===== src/dcw_pkg.sv =====
// Constants shared by the division chain watchdog block
package dcw_pkg;
  localparam int CLK_MHZ         = 40;
  localparam int WD_TIMEOUT_US   = 200;
  localparam int WD_CYCLES       = WD_TIMEOUT_US * CLK_MHZ;
  localparam int LINK_TIMEOUT_US = 20;
  localparam int LINK_TO_CYCLES  = LINK_TIMEOUT_US * CLK_MHZ;
  localparam int NUM_DET         = 52;
  localparam int NUM_STAGES      = 3;
  localparam int STAGE_CYCLES    = 4;
  localparam int MSG_WORDS       = 4;
  localparam int CAL_ITEMS       = 4;
  // Register byte offsets
  localparam logic [7:0] CTRL_OFF   = 8'h00;
  localparam logic [7:0] STATUS_OFF = 8'h04;
  localparam logic [7:0] WDCNT_OFF  = 8'h08;
  localparam logic [7:0] AVG_OFF    = 8'h0c;
  localparam logic [7:0] CALPND_OFF = 8'h10;
  localparam logic [7:0] CALTAB_OFF = 8'h14;
  // Control fields
  localparam int CTRL_WD_FORCE  = 0;
  localparam int CTRL_CLR       = 1;
  localparam int CTRL_STALL_LSB = 4;
  // Status fields
  localparam int ST_FAILED   = 0;
  localparam int ST_WD_EXP   = 1;
  localparam int ST_DATA_ERR = 2;
  localparam int ST_TO_ERR   = 3;
  localparam int ST_CAL_REJ  = 4;
  localparam int ST_CAL_PEND = 5;
  localparam int ST_CAL_GATE = 6;
  localparam int ST_TRIP     = 7;
  localparam int ST_BUSY_LSB = 8;
  // Message and calibration formats
  localparam logic [7:0]  MSG_HDR  = 8'ha5;
  localparam logic [7:0]  CAL_TAG  = 8'hc3;
  localparam logic [1:0]  RESP_OKAY   = 2'b00;
  localparam logic [1:0]  RESP_SLVERR = 2'b10;
  // Calibration table entries: 0 average trip level, 1 startup flux level, 2 shortest period
  localparam logic [15:0] CAL0_RST = 16'h0c00;
  localparam logic [15:0] CAL1_RST = 16'h0800;
  localparam logic [15:0] CAL2_RST = 16'h0010;
  localparam logic [15:0] CAL3_RST = 16'h0000;
endpackage : dcw_pkg


===== src/dcw_top.sv =====
// Division chain watchdog: detector intake, stage chain, watchdog, votes, calibration gate, AXI4-Lite registers
// Notes on behaviour
// - A stage idles until the previous stage hands it data.
// - A stage forwards results only when its computation has finished.
// - Last stage hand-off clears the watchdog and restarts its interval.
// - A stage that never finishes leaves every later stage unstarted.
// - Watchdog expiry flags the module failed, trips the division, raises alarm.
// - Software can force expiry and read the watchdog count for testing.
// - All state changes on rising edges of the single clock.
// - Outgoing messages are fixed length and format, sent after the last stage.
// - Detector link words are checked for data errors and arrival timeout.
// - Every detected error drives the operator alarm output.
// - A communication failure asserts the module failure indication.
// - No interrupts or event scheduling; only the fixed clocked sequence.
// - The averaging path accepts readings from 52 detector channels.
// - Detector links are receive-only here, with no return path.
// - Averaging trip drives one discrete vote-to-trip output.
// - Startup monitor votes trip on high flux or short period.
// - No path to other divisions; voting is done downstream.
// - Calibration intake blocked unless bypassed, inoperative and key enabled.
// - Only tagged items with valid index are accepted, others rejected.
// - Calibration items apply only after operator confirms each one.
`timescale 1ns/1ps
module dcw_top #(
  parameter int WD_CYCLES = dcw_pkg::WD_CYCLES
) (
  input  wire logic        aclk,
  input  wire logic        aresetn,
  input  wire logic [7:0]  s_axi_awaddr,
  input  wire logic [2:0]  s_axi_awprot,
  input  wire logic        s_axi_awvalid,
  output logic             s_axi_awready,
  input  wire logic [31:0] s_axi_wdata,
  input  wire logic [3:0]  s_axi_wstrb,
  input  wire logic        s_axi_wvalid,
  output logic             s_axi_wready,
  output logic [1:0]       s_axi_bresp,
  output logic             s_axi_bvalid,
  input  wire logic        s_axi_bready,
  input  wire logic [7:0]  s_axi_araddr,
  input  wire logic [2:0]  s_axi_arprot,
  input  wire logic        s_axi_arvalid,
  output logic             s_axi_arready,
  output logic [31:0]      s_axi_rdata,
  output logic [1:0]       s_axi_rresp,
  output logic             s_axi_rvalid,
  input  wire logic        s_axi_rready,
  input  wire logic        det_valid,
  input  wire logic [5:0]  det_chan,
  input  wire logic [15:0] det_data,
  input  wire logic        det_parity,
  input  wire logic [15:0] srm_flux,
  input  wire logic [15:0] srm_period,
  output logic             vote_trip_avg,
  output logic             vote_trip_srm,
  output logic             module_failed,
  output logic             operator_alarm,
  output logic             tx_valid,
  output logic [31:0]      tx_word,
  input  wire logic        bypass_in,
  input  wire logic        inoperative_in,
  input  wire logic        key_enable_in,
  input  wire logic        cal_valid,
  input  wire logic [31:0] cal_word,
  input  wire logic        op_accept,
  input  wire logic        op_reject
);
  import dcw_pkg::*;

  logic [31:0]           ctrl_reg;
  logic                  wd_force;
  logic                  err_clear;
  logic [NUM_STAGES-1:0] stall_mask;
  logic [NUM_STAGES-1:0] stage_busy;
  logic [NUM_STAGES-1:0] stage_done;
  logic [NUM_STAGES-1:0] stage_start;
  logic [1:0]            stage_cnt [NUM_STAGES];
  logic [5:0]            word_cnt;
  logic [21:0]           sum_reg;
  logic                  frame_bad;
  logic                  pass_start;
  logic                  word_err;
  logic [9:0]            to_cnt;
  logic                  data_err_reg;
  logic                  to_err_reg;
  logic [13:0]           wd_cnt;
  logic                  wd_exp_reg;
  logic                  failed_reg;
  logic [15:0]           avg_reg;
  logic                  trip_reg;
  logic [1:0]            tx_idx;
  logic                  cal_gate;
  logic                  cal_pend_reg;
  logic [1:0]            cal_idx_reg;
  logic [15:0]           cal_val_reg;
  logic                  cal_rej_reg;
  logic [15:0]           cal_tab [CAL_ITEMS];
  logic                  aw_hold;
  logic                  w_hold;
  logic [7:0]            aw_addr;
  logic [31:0]           w_data;
  logic [3:0]            w_strb;
  logic                  wr_fire;
  logic [31:0]           rd_val;
  logic                  rd_hit;

  ////////////////////////////////////////////////////////////////////////////
  // Detector link receiver
  // Links are receive-only; nothing flows back to the detectors
  assign word_err = det_valid && ((^{det_data, det_parity}) || (det_chan != word_cnt));
  assign pass_start = det_valid && !word_err && !frame_bad &&
                      (word_cnt == 6'(NUM_DET - 1)) && !stage_busy[0];

  always_ff @(posedge aclk) begin
    if (!aresetn) begin
      word_cnt  <= 6'h00;
      sum_reg   <= 22'h000000;
      frame_bad <= 1'b0;
    end else if (det_valid) begin
      if (word_cnt == 6'(NUM_DET - 1)) begin
        word_cnt  <= 6'h00;
        sum_reg   <= 22'h000000;
        frame_bad <= 1'b0;
      end else begin
        word_cnt  <= word_cnt + 6'h01;
        sum_reg   <= sum_reg + 22'(det_data);
        frame_bad <= frame_bad | word_err;
      end
    end
  end

  // Final word is folded in when frame_sum is captured on pass_start, so the running sum excludes it
  logic [21:0] frame_sum;
  always_ff @(posedge aclk) begin
    if (!aresetn) begin
      frame_sum <= 22'h000000;
    end else if (pass_start) begin
      frame_sum <= sum_reg + 22'(det_data);
    end
  end

  always_ff @(posedge aclk) begin
    if (!aresetn) begin
      to_cnt     <= 10'h000;
      to_err_reg <= 1'b0;
    end else if (det_valid) begin
      to_cnt     <= 10'h000;
      to_err_reg <= to_err_reg & ~err_clear;
    end else if (to_cnt == 10'(LINK_TO_CYCLES - 1)) begin
      to_cnt     <= 10'h000;
      to_err_reg <= 1'b1;
    end else begin
      to_cnt     <= to_cnt + 10'h001;
      to_err_reg <= to_err_reg & ~err_clear;
    end
  end

  // Set wins over a clear in the same cycle
  always_ff @(posedge aclk) begin
    if (!aresetn) begin
      data_err_reg <= 1'b0;
    end else begin
      data_err_reg <= word_err | (data_err_reg & ~err_clear);
    end
  end

  ////////////////////////////////////////////////////////////////////////////
  // Stage chain
  genvar g;
  generate
    for (g = 0; g < NUM_STAGES; g++) begin : g_stage
      if (g == 0) begin : g_first
        assign stage_start[g] = pass_start;
      end else begin : g_next
        assign stage_start[g] = stage_done[g-1];
      end
      // A stalled stage holds its count and its done is masked, so nothing downstream starts
      assign stage_done[g] = stage_busy[g] && !stall_mask[g] &&
                             (stage_cnt[g] == 2'(STAGE_CYCLES - 1));
      always_ff @(posedge aclk) begin
        if (!aresetn) begin
          stage_busy[g] <= 1'b0;
          stage_cnt[g]  <= 2'h0;
        end else if (stage_start[g] && !stage_busy[g]) begin
          stage_busy[g] <= 1'b1;
          stage_cnt[g]  <= 2'h0;
        end else if (stage_done[g]) begin
          stage_busy[g] <= 1'b0;
        end else if (stage_busy[g] && !stall_mask[g]) begin
          stage_cnt[g]  <= stage_cnt[g] + 2'h1;
        end
      end
    end
  endgenerate

  // Results leave a stage only on its done cycle
  always_ff @(posedge aclk) begin
    if (!aresetn) begin
      avg_reg  <= 16'h0000;
      trip_reg <= 1'b0;
    end else begin
      if (stage_done[0]) begin
        avg_reg <= 16'(frame_sum / 22'(NUM_DET));
      end
      if (stage_done[1]) begin
        trip_reg <= (avg_reg > cal_tab[0]);
      end
    end
  end

  ////////////////////////////////////////////////////////////////////////////
  // Watchdog
  always_ff @(posedge aclk) begin
    if (!aresetn) begin
      wd_cnt     <= 14'h0000;
      wd_exp_reg <= 1'b0;
    end else if (stage_done[NUM_STAGES-1]) begin
      wd_cnt     <= 14'h0000;
      // A forced expiry must stay visible even when a pass completes in the same cycle
      wd_exp_reg <= wd_force | (wd_exp_reg & ~err_clear);
    end else if (wd_force || wd_cnt == 14'(WD_CYCLES - 1)) begin
      wd_cnt     <= 14'h0000;
      wd_exp_reg <= 1'b1;
    end else begin
      wd_cnt     <= wd_cnt + 14'h0001;
      wd_exp_reg <= wd_exp_reg & ~err_clear;
    end
  end

  // Clear only takes effect once the cause is gone
  always_ff @(posedge aclk) begin
    if (!aresetn) begin
      failed_reg <= 1'b0;
    end else if ((wd_force || wd_cnt == 14'(WD_CYCLES - 1)) || word_err ||
                 (!det_valid && to_cnt == 10'(LINK_TO_CYCLES - 1))) begin
      failed_reg <= 1'b1;
    end else if (err_clear) begin
      failed_reg <= 1'b0;
    end
  end

  ////////////////////////////////////////////////////////////////////////////
  // Discrete outputs; fail-safe: a failed module votes trip
  always_ff @(posedge aclk) begin
    if (!aresetn) begin
      vote_trip_avg  <= 1'b0;
      vote_trip_srm  <= 1'b0;
      module_failed  <= 1'b0;
      operator_alarm <= 1'b0;
    end else begin
      vote_trip_avg  <= trip_reg | failed_reg;
      vote_trip_srm  <= (srm_flux > cal_tab[1]) || (srm_period < cal_tab[2]) || failed_reg;
      module_failed  <= failed_reg;
      operator_alarm <= failed_reg | wd_exp_reg | data_err_reg | to_err_reg | cal_rej_reg;
    end
  end

  ////////////////////////////////////////////////////////////////////////////
  // Outgoing fixed message, started by the last stage hand-off
  always_ff @(posedge aclk) begin
    if (!aresetn) begin
      tx_valid <= 1'b0;
      tx_idx   <= 2'h0;
      tx_word  <= 32'h00000000;
    end else if (stage_done[NUM_STAGES-1]) begin
      tx_valid <= 1'b1;
      tx_idx   <= 2'h1;
      tx_word  <= {MSG_HDR, 8'h00, 16'(NUM_DET)};
    end else if (tx_valid) begin
      tx_idx <= tx_idx + 2'h1;
      case (tx_idx)
        2'h1: tx_word <= {16'h0000, avg_reg};
        2'h2: tx_word <= {28'h0000000, to_err_reg, data_err_reg, failed_reg, trip_reg};
        2'h3: tx_word <= {MSG_HDR, 8'h00, avg_reg ^ {12'h000, to_err_reg, data_err_reg, failed_reg, trip_reg}};
        default: begin
          tx_valid <= 1'b0;
          tx_word  <= 32'h00000000;
        end
      endcase
    end
  end

  ////////////////////////////////////////////////////////////////////////////
  // Calibration intake
  assign cal_gate = bypass_in && inoperative_in && key_enable_in;

  always_ff @(posedge aclk) begin
    if (!aresetn) begin
      cal_pend_reg <= 1'b0;
      cal_idx_reg  <= 2'h0;
      cal_val_reg  <= 16'h0000;
      cal_rej_reg  <= 1'b0;
    end else if (cal_gate) begin
      if (cal_valid && !cal_pend_reg && cal_word[31:24] == CAL_TAG &&
          cal_word[23:16] < 8'(CAL_ITEMS)) begin
        cal_pend_reg <= 1'b1;
        cal_idx_reg  <= cal_word[17:16];
        cal_val_reg  <= cal_word[15:0];
      end else if (op_accept || op_reject) begin
        cal_pend_reg <= 1'b0;
      end
      cal_rej_reg <= (cal_valid && (cal_pend_reg || cal_word[31:24] != CAL_TAG ||
                      cal_word[23:16] >= 8'(CAL_ITEMS))) || (cal_rej_reg & ~err_clear);
    end else begin
      cal_rej_reg <= cal_rej_reg & ~err_clear;
    end
  end

  generate
    for (g = 0; g < CAL_ITEMS; g++) begin : g_cal
      localparam logic [15:0] RST = (g == 0) ? CAL0_RST : (g == 1) ? CAL1_RST :
                                    (g == 2) ? CAL2_RST : CAL3_RST;
      always_ff @(posedge aclk) begin
        if (!aresetn) begin
          cal_tab[g] <= RST;
        end else if (cal_gate && op_accept && cal_pend_reg && cal_idx_reg == 2'(g)) begin
          cal_tab[g] <= cal_val_reg;
        end
      end
    end
  endgenerate

  ////////////////////////////////////////////////////////////////////////////
  // AXI4-Lite slave
  assign s_axi_awready = !aw_hold && !s_axi_bvalid;
  assign s_axi_wready  = !w_hold && !s_axi_bvalid;
  assign s_axi_arready = !s_axi_rvalid;
  assign wr_fire       = aw_hold && w_hold && !s_axi_bvalid;
  assign wd_force      = wr_fire && aw_addr == CTRL_OFF && w_strb[0] && w_data[CTRL_WD_FORCE];
  assign err_clear     = wr_fire && aw_addr == CTRL_OFF && w_strb[0] && w_data[CTRL_CLR];
  assign stall_mask    = ctrl_reg[CTRL_STALL_LSB +: NUM_STAGES];

  always_ff @(posedge aclk) begin
    if (!aresetn) begin
      aw_hold <= 1'b0;
      aw_addr <= 8'h00;
    end else if (s_axi_awvalid && s_axi_awready) begin
      aw_hold <= 1'b1;
      aw_addr <= s_axi_awaddr;
    end else if (wr_fire) begin
      aw_hold <= 1'b0;
    end
  end

  always_ff @(posedge aclk) begin
    if (!aresetn) begin
      w_hold <= 1'b0;
      w_data <= 32'h00000000;
      w_strb <= 4'h0;
    end else if (s_axi_wvalid && s_axi_wready) begin
      w_hold <= 1'b1;
      w_data <= s_axi_wdata;
      w_strb <= s_axi_wstrb;
    end else if (wr_fire) begin
      w_hold <= 1'b0;
    end
  end

  // Force and clear bits are pulses and never stored
  always_ff @(posedge aclk) begin
    if (!aresetn) begin
      ctrl_reg    <= 32'h00000000;
      s_axi_bvalid <= 1'b0;
      s_axi_bresp  <= RESP_OKAY;
    end else if (wr_fire) begin
      s_axi_bvalid <= 1'b1;
      s_axi_bresp  <= (aw_addr == CTRL_OFF) ? RESP_OKAY : RESP_SLVERR;
      if (aw_addr == CTRL_OFF && w_strb[0]) begin
        ctrl_reg[7:0] <= w_data[7:0] & 8'hfc;
      end
    end else if (s_axi_bready) begin
      s_axi_bvalid <= 1'b0;
    end
  end

  always_comb begin
    rd_val = 32'h00000000;
    rd_hit = 1'b1;
    case (s_axi_araddr)
      CTRL_OFF:   rd_val = ctrl_reg;
      STATUS_OFF: rd_val = {21'h000000, stage_busy, trip_reg, cal_gate, cal_pend_reg, cal_rej_reg,
                            to_err_reg, data_err_reg, wd_exp_reg, failed_reg};
      WDCNT_OFF:  rd_val = {18'h00000, wd_cnt};
      AVG_OFF:    rd_val = {16'h0000, avg_reg};
      CALPND_OFF: rd_val = {14'h0000, cal_idx_reg, cal_val_reg};
      default: begin
        if (s_axi_araddr >= CALTAB_OFF && s_axi_araddr < CALTAB_OFF + 8'(4 * CAL_ITEMS) &&
            s_axi_araddr[1:0] == 2'h0) begin
          rd_val = {16'h0000, cal_tab[2'(s_axi_araddr[7:2] - CALTAB_OFF[7:2])]};
        end else begin
          rd_hit = 1'b0;
        end
      end
    endcase
  end

  always_ff @(posedge aclk) begin
    if (!aresetn) begin
      s_axi_rvalid <= 1'b0;
      s_axi_rdata  <= 32'h00000000;
      s_axi_rresp  <= RESP_OKAY;
    end else if (s_axi_arvalid && s_axi_arready) begin
      s_axi_rvalid <= 1'b1;
      s_axi_rdata  <= rd_val;
      s_axi_rresp  <= rd_hit ? RESP_OKAY : RESP_SLVERR;
    end else if (s_axi_rready) begin
      s_axi_rvalid <= 1'b0;
    end
  end

  ////////////////////////////////////////////////////////////////////////////
  // Assertions
  property p_stage_order;
    @(posedge aclk) disable iff (!aresetn) $rose(stage_busy[1]) |-> $past(stage_done[0]);
  endproperty
  a_stage_order: assert property (p_stage_order) else $error("Stage 1 started without hand-off");

  property p_fwd_done;
    @(posedge aclk) disable iff (!aresetn) $changed(avg_reg) |-> $past(stage_done[0]);
  endproperty
  a_fwd_done: assert property (p_fwd_done) else $error("Average changed before stage finished");

  property p_wd_restart;
    @(posedge aclk) disable iff (!aresetn) stage_done[NUM_STAGES-1] |=> wd_cnt == 14'h0000 ##1 wd_cnt == 14'h0001;
  endproperty
  a_wd_restart: assert property (p_wd_restart) else $error("Watchdog did not restart after pass");

  property p_stall_blocks;
    @(posedge aclk) disable iff (!aresetn) stall_mask[1] && stage_busy[1] && !stage_busy[2] |=> !stage_busy[2];
  endproperty
  a_stall_blocks: assert property (p_stall_blocks) else $error("Stage started after stalled stage");

  property p_wd_fail;
    @(posedge aclk) disable iff (!aresetn)
      wd_cnt == 14'(WD_CYCLES - 1) && !stage_done[NUM_STAGES-1] |=> failed_reg ##1 (module_failed && vote_trip_avg && operator_alarm);
  endproperty
  a_wd_fail: assert property (p_wd_fail) else $error("Watchdog expiry did not fail and trip");

  property p_force;
    @(posedge aclk) disable iff (!aresetn) wd_force |=> wd_exp_reg && wd_cnt == 14'h0000;
  endproperty
  a_force: assert property (p_force) else $error("Forced expiry not seen");

  property p_msg;
    @(posedge aclk) disable iff (!aresetn)
      $rose(tx_valid) |-> tx_word[31:24] == MSG_HDR ##1 tx_valid [*3] ##1 !tx_valid;
  endproperty
  a_msg: assert property (p_msg) else $error("Outgoing message length or header wrong");

  property p_link_to;
    @(posedge aclk) disable iff (!aresetn) !det_valid && to_cnt == 10'(LINK_TO_CYCLES - 1) |=> to_err_reg && failed_reg;
  endproperty
  a_link_to: assert property (p_link_to) else $error("Link timeout not flagged");

  property p_cal_block;
    @(posedge aclk) disable iff (!aresetn) !cal_gate |=> $stable(cal_pend_reg) && $stable(cal_val_reg);
  endproperty
  a_cal_block: assert property (p_cal_block) else $error("Calibration taken while blocked");

  property p_cal_apply;
    @(posedge aclk) disable iff (!aresetn) $changed(cal_tab[0]) |-> $past(op_accept && cal_pend_reg && cal_gate);
  endproperty
  a_cal_apply: assert property (p_cal_apply) else $error("Calibration applied without confirmation");

endmodule : dcw_top


===== config.mk =====
export PLATFORM = sky130hd
export DESIGN_NAME = dcw_top
export DESIGN_NICKNAME = d
export VERILOG_FILES = /design/src/dcw_pkg.sv /design/src/dcw_top.sv
export SDC_FILE = /design/constraint.sdc
export NUM_CORES = 1
export LEC_CHECK = 0
export ABC_AREA = 1
export BUFFER_PORTS_ARGS = -buffer_cell sky130_fd_sc_hd__buf_2
export CORE_ASPECT_RATIO = 1.1
export CORE_MARGIN = 1.5
export CORE_UTILIZATION = 40
export CTS_CLUSTER_SIZE = 20
export DETAILED_ROUTE_END_ITERATION = 8
export PLACE_DENSITY_LB_ADDON = 0.15
export SYNTH_ARGS = -nofsm -noshare
export SYNTH_HDL_FRONTEND = slang
export SYNTH_SLANG_ARGS = --single-unit

===== constraint.sdc =====
create_clock -name aclk -period 18.2 [get_ports aclk]
set_input_delay 0 -clock aclk [delete_from_list [all_inputs] [get_ports aclk]]
set_output_delay 0 -clock aclk [all_outputs]
set_load 0.005 [all_outputs]

Yosys cells after proc, flatten, opt, wreduce, memory -nomap -nowiden
Memory sizes are Yosys's and may differ from the RTL's. Index checks and enable logic that the tools add are counted.

$add $sub $neg: 9. Multipliers: 0. Divide/modulo/power cells: 1. Magnitude comparators: 7. Equal/unequal tests: 19. Shifts and indexed selects: 0. Muxes and demuxes: 86. Bitwise gates (word level): 25. Reduce and logical (&&, ||, !) cells: 88.

Operators with widths (number): $pmux W32 S3 (1); $pmux W18 S5 (1); $mux W16 (5); $mux W1 (67); $mux W32 (2); $logic_and A1 B1 Y1 (41); $gt A16 B16 Y1 (2); $add A22 B16 Y22 (1); $div A22 B6 Y22 const B (1); $mux W22 (1); $reduce_bool A2 Y1 (10); $or A1 B1 Y1 (18); $reduce_xor A17 Y1 (1); $eq A8 B4 Y1 const B (2); $logic_not A8 Y1 (2); $lt A16 B16 Y1 (1); $mux W2 (8); $xor A16 B4 Y16 (1); $add A14 B1 Y14 const B (1); $eq A14 B13 Y1 const B (1); $eq A2 B2 Y1 const B (7); $logic_not A1 Y1 (14); $add A10 B1 Y10 const B (1); $eq A10 B10 Y1 const B (1); 23 further kinds (45).

Register bits: 221. Latch bits: 0. Memory bits (writable): 70. ROM bits: 0. Input bits: 159. Output and inout bits: 78. Logic and storage cells: 276. Memories: 2.

Memory list: cal_tab (words 4, width 16, rd ports 4, clocked after memory_dff 0, write ports 4, RTL line dcw_top.sv:97) `logic [15:0] cal_tab [CAL_ITEMS];`; stage_cnt (words 3, width 2, rd ports 3, clocked after memory_dff 0, write ports 3, RTL line dcw_top.sv:77) `logic [1:0] stage_cnt [NUM_STAGES];`.

Longest topological paths before layout
Word-level depth: 14. Depth in mapped cells: 81. Mapped depth without buffers: 81.

Least setup slack after synthesis
No wires, ideal clock.

Kind: flip-flop to flip-flop. Start: register frame_sum[20]. End: register avg_reg[0]. Setup time: 0.119 ns. Arrival: 6.078 ns. Required time: 18.081 ns. Path slack: 12.003 ns. Stages on the path, launching flop included: 80. Buffers on the path: 0. Clock period less this slack: 6.197 ns. Cell sequence: dfxtp_1 -> nand2_1 -> inv_2 -> nand2_2 -> nand2_2 -> nand2_1 -> nand2_1 -> nand2_1 -> nand2_1 -> nand2_1 -> nor2_2 -> nand2_2 -> nand3_1 -> nand2_2 -> nor2_4 -> nand2_4 -> nand2_4 -> nand2_1 -> [44 not listed] -> nand2_1 -> nor2_2 -> nand2_2 -> nand2_1 -> nand2_1 -> nand2_2 -> nor2_1 -> nand2_2 -> nand2_2 -> nand2_1 -> nand2_1 -> nand2_2 -> nand2_2 -> nand2_2 -> nand2_1 -> nand3_1 -> nand3_1 -> a21oi_1.

Cells in the longest elaborated chain, start to end: 1.

RTL lines: start, declared (RTL line dcw_top.sv:133) `logic [21:0] frame_sum;`; start signal, assigned (RTL line dcw_top.sv:138) `frame_sum <= sum_reg + 22'(det_data);`; $div A22 B6 Y22 (RTL line dcw_top.sv:203) `avg_reg <= 16'(frame_sum / 22'(NUM_DET));`; end signal, assigned (RTL line dcw_top.sv:203); end, declared (RTL line dcw_top.sv:89) `logic [15:0] avg_reg;`.

Every way passes these cells. A chain may end at the register's enable or synchronous reset.

Worst setup path in the final report
Ends and elaborated chain as after synthesis.

==> impl_summary.log <==
[metrics] run status: completed
[metrics] post-synth cell types: 58
[metrics] Tcrit/Tclk final: 0.404
[metrics] Final Skew: 0.0232 ns
[metrics] final instance count without filler cells: 2,655
[metrics] Seq/Total Area, Yosys: 0.400
[metrics] starting utilization of the core area: 0.406
[metrics] number of endpoints with negative hold slack in the final report: 0
[metrics] Mapped Area: about 15,000 um2
[metrics] RD Place Congestion: about 0.85
[metrics] synth warn: 0
[metrics] area overhead of the layout relative to synthesis: 19.5%
[metrics] Worst Path Arrival: just under 8 ns
[metrics] number of maximum-capacitance constraint violations: 0
[metrics] cell count after placement: 2,533
[metrics] setup repair after global routing missed its margin: false
[metrics] setup slack of the most critical reg-to-reg path: between 10 and 15 ns
[metrics] kind of critical path: register to register
[metrics] total global-route track usage: 0.219
[metrics] vias in the first global route: roughly 12,000
[metrics] Switching Share: 0.251
[metrics] ant diodes: 0
[metrics] clock tree from TritonCTS: built
[metrics] area occupied by multi-input gates: 7480 um2
[metrics] global route overflow: 0
[metrics] most prevalent standard cell on the critical path: nand2_1
[metrics] delay of the slowest cell on the worst path: approximately 0.38 ns
[metrics] Largest register FFs: between 60 and 70
[metrics] sum of routed wire length over all layers: approximately 42 mm
[metrics] I/O Buffers: about 180
[metrics] Hold Buf Count CTS: 68
[metrics] number of antenna violations at the first check in global routing: 0
[metrics] terminus of the critical flop-to-flop path: avg_reg[0]$_SDFFE_PN0P_
[metrics] setup slack of the critical path after layout: about 11 ns
[metrics] class of the tightest hold or removal check: primary input to register
[metrics] combinational share of power: 0.112
[metrics] number of instances in the synthesized netlist: about 1,900
[metrics] leakage component of the power: 7.87 nW
[metrics] maximum clock path buffer count: 3
[metrics] number of nets in the layout: 2,383
[metrics] leading register cell type out of synthesis: dfxtp_1
[metrics] share of synthesized flip-flops with an asynchronous set or reset: 0
[metrics] wire length of the first global-routing pass: around 65 mm
[metrics] register share of total power: 0.451
[metrics] initial detailed-routing violation count: just under 800
[metrics] worst hold start: s_axi_awvalid
[metrics] Std-Cell Core Area: between 30,000 and 40,000 um2
[metrics] total number of vias: 13,283
[metrics] number of core rows: 73
[metrics] post-CTS repair timing setup buffer count: 0
[metrics] kind of end point of the critical path: register
[metrics] later-pin clock latency in the skew report: around 0.57 ns
[metrics] launching element type of the critical path: register
[metrics] Die H: about 200 um
[metrics] hold path depth: 4
[metrics] DR WL/cell: 15.7 um
[metrics] per-instance average area after synthesis: roughly 7.6 um2
[metrics] r2r startpoint: frame_sum[20]$_SDFFE_PN0P_
[metrics] worst max-slew margin expressed relative to the limit: 0.299
[metrics] timing-limited maximum frequency: between 100 and 150 MHz
[metrics] number of inserted filler cells in the final layout: ~3,700
[metrics] worst reg-to-reg path cell count: slightly above 80
[metrics] Period minus WS final: about 7.4 ns
[metrics] sum of negative setup slack: 0 ns
[metrics] most used cells in the layout excluding fill and tap cells: 327 x nand2_1, 247 x inv_1, 188 x dfxtp_1
[metrics] Critical Path RT: between 15 and 20 ns
[metrics] number of flops mapped to enable cells by yosys: 70
[metrics] routed vias/inst: 5.00
[metrics] Post-Place Worst Slack: 10.86 ns
[metrics] internal power: 1.03 mW
[metrics] CP max stage cell: dfxtp_1
[metrics] count of TritonRoute iterations in the first routing pass: 5
[metrics] total of flip-flops plus latches after synthesis: 258
[metrics] total count of max-transition violations in the final report: 0
[metrics] Net Switching: roughly 0.34 mW
[metrics] Die ar.: about 38,000 um2
[metrics] Power per Cell Area: 78.1 nW/um2
[metrics] proportion of layout cells with a drive suffix above 1: 0.155
[metrics] clock network fraction of total power: 0.437
[metrics] worst vdd ir: between 0.00006 and 0.00007 V
[metrics] clock sink total: between 200 and 300
[metrics] most common cell after layout, fill and taps aside: nand2_1
[metrics] remaining antenna violation count after routing: 0
[metrics] Crit Path Max Fanout: 6
[metrics] num ports: between 200 and 250
[metrics] post-CTS sizing: 0
[metrics] Die Span X: roughly 190 um
[metrics] endpoint of the worst hold-timing path: aw_addr[0]$_SDFFE_PN0P_
[metrics] remaining routing DRC violations: 0
[metrics] largest net degree at the start of global routing: slightly below 80
[metrics] # H-tree levels: 1
[metrics] transition time at the pin with the least slew margin: 1.05 ns
[metrics] Worst-path clk slew: ~0.060 ns
[metrics] DP Wirelength: roughly 31 mm
[metrics] clock tree root buffer cell: clkbuf_16
[metrics] total area of sequential cells: slightly below 6000 um2
[metrics] # setup viols final: 0
[metrics] CTS Buf Count: 29
==> cell usage after synthesis, drive strengths merged (7+ instances only) <==
master,number,area share
a21oi,152,0.052
nand3,127,0.047
dfxtp,188,0.26
o21bai,7,0.0036
o21ai,131,0.047
nor3,15,0.0051
xnor2,20,0.012
clkbuf,45,0.012
o211ai,26,0.014
o22ai,36,0.015
ha,78,0.067
nand2,385,0.11
inv,260,0.067
nand4,19,0.0081
xor2,41,0.024
edfxtp,70,0.14
nor2,199,0.055
buf,37,0.017
clkinv,7,0.0018
==> cells by family after synthesis <==
kind of cell / synth area share
AO/OA/AOI/OAI: 0.159
XOR/XNOR: 0.0364
AND/OR/NAND/NOR: 0.240
buffers and inverters: 0.0972
other: 0.000256
adder cells (fa/ha/maj): 0.0679
flip-flops: 0.400
==> through the flow <==
step	hold WS [ns]	power [mW]	instance area, um2	util
4_1_cts	0.00228	1.38	17500	0.485
6_report	0.0136	1.37	17500	0.485
5_1_grt	0.0743	1.42	17500	0.485
3_3_place_gp	0.254	0.768	15900	0.439
3_5_place_dp	0.268	0.771	15900	0.439
2_1_floorplan	0.163	0.725	14800	-
==> worst max path at each step <==
| stage | cells after the start | slack (ns) | to | startpoint |
|---|---|---|---|---|
| 3_5_place_dp | 81 | 10.86 | avg_reg[0]$_SDFFE_PN0P_ | frame_sum[20]$_SDFFE_PN0P_ |
| 3_3_place_gp | 79 | 11.01 | avg_reg[0]$_SDFFE_PN0P_ | frame_sum[20]$_SDFFE_PN0P_ |
| 4_1_cts | 81 | 10.83 | avg_reg[0]$_SDFFE_PN0P_ | frame_sum[20]$_SDFFE_PN0P_ |
| 6_report | 81 | 10.85 | avg_reg[0]$_SDFFE_PN0P_ | frame_sum[20]$_SDFFE_PN0P_ |
| 5_1_grt | 81 | 9.88 | avg_reg[0]$_SDFFE_PN0P_ | frame_sum[18]$_SDFFE_PN0P_ |
| 2_1_floorplan | 79 | 12.00 | avg_reg[0]$_SDFFE_PN0P_ | frame_sum[20]$_SDFFE_PN0P_ |
==> critical path, delay by kind of cell, from the launching register on <==
family / cells / cell delay, ns
AO/OA/AOI/OAI: 1 / 0.06
buffers and inverters: 2 / 0.16
flip-flops: 1 / 0.38
AND/OR/NAND/NOR: 78 / 6.57
==> power by group through the flow <==
stage	clock network, mW	logic [mW]	registers, mW
final	0.598	0.154	0.618
after global placement	0	0.139	0.630
after detailed placement	0	0.141	0.630
after global routing	0.627	0.174	0.620
after CTS	0.607	0.155	0.618
after floorplan	0	0.0985	0.627
==> cell type report <==
class | count | share of cell area
sequential | 258 | 0.335
tap | 487 | 0.0348
clock inverter | 15 | 0.00842
multi-input combinational | 1339 | 0.427
inverter | 267 | 0.0572
timing repair buffer | 250 | 0.0918
clock buffer | 39 | 0.0465
==> per-layer routing <==
metal,part of all wire,vias to the layer above,track usage
met1,0.44,6090,0.276
met4,0.034,0,0.0743
met3,0.051,66,0.0266
li1,-,6782,-
met5,0,-,0
met2,0.48,345,0.383
No activity file was read; power rests on OpenSTA's default activity.
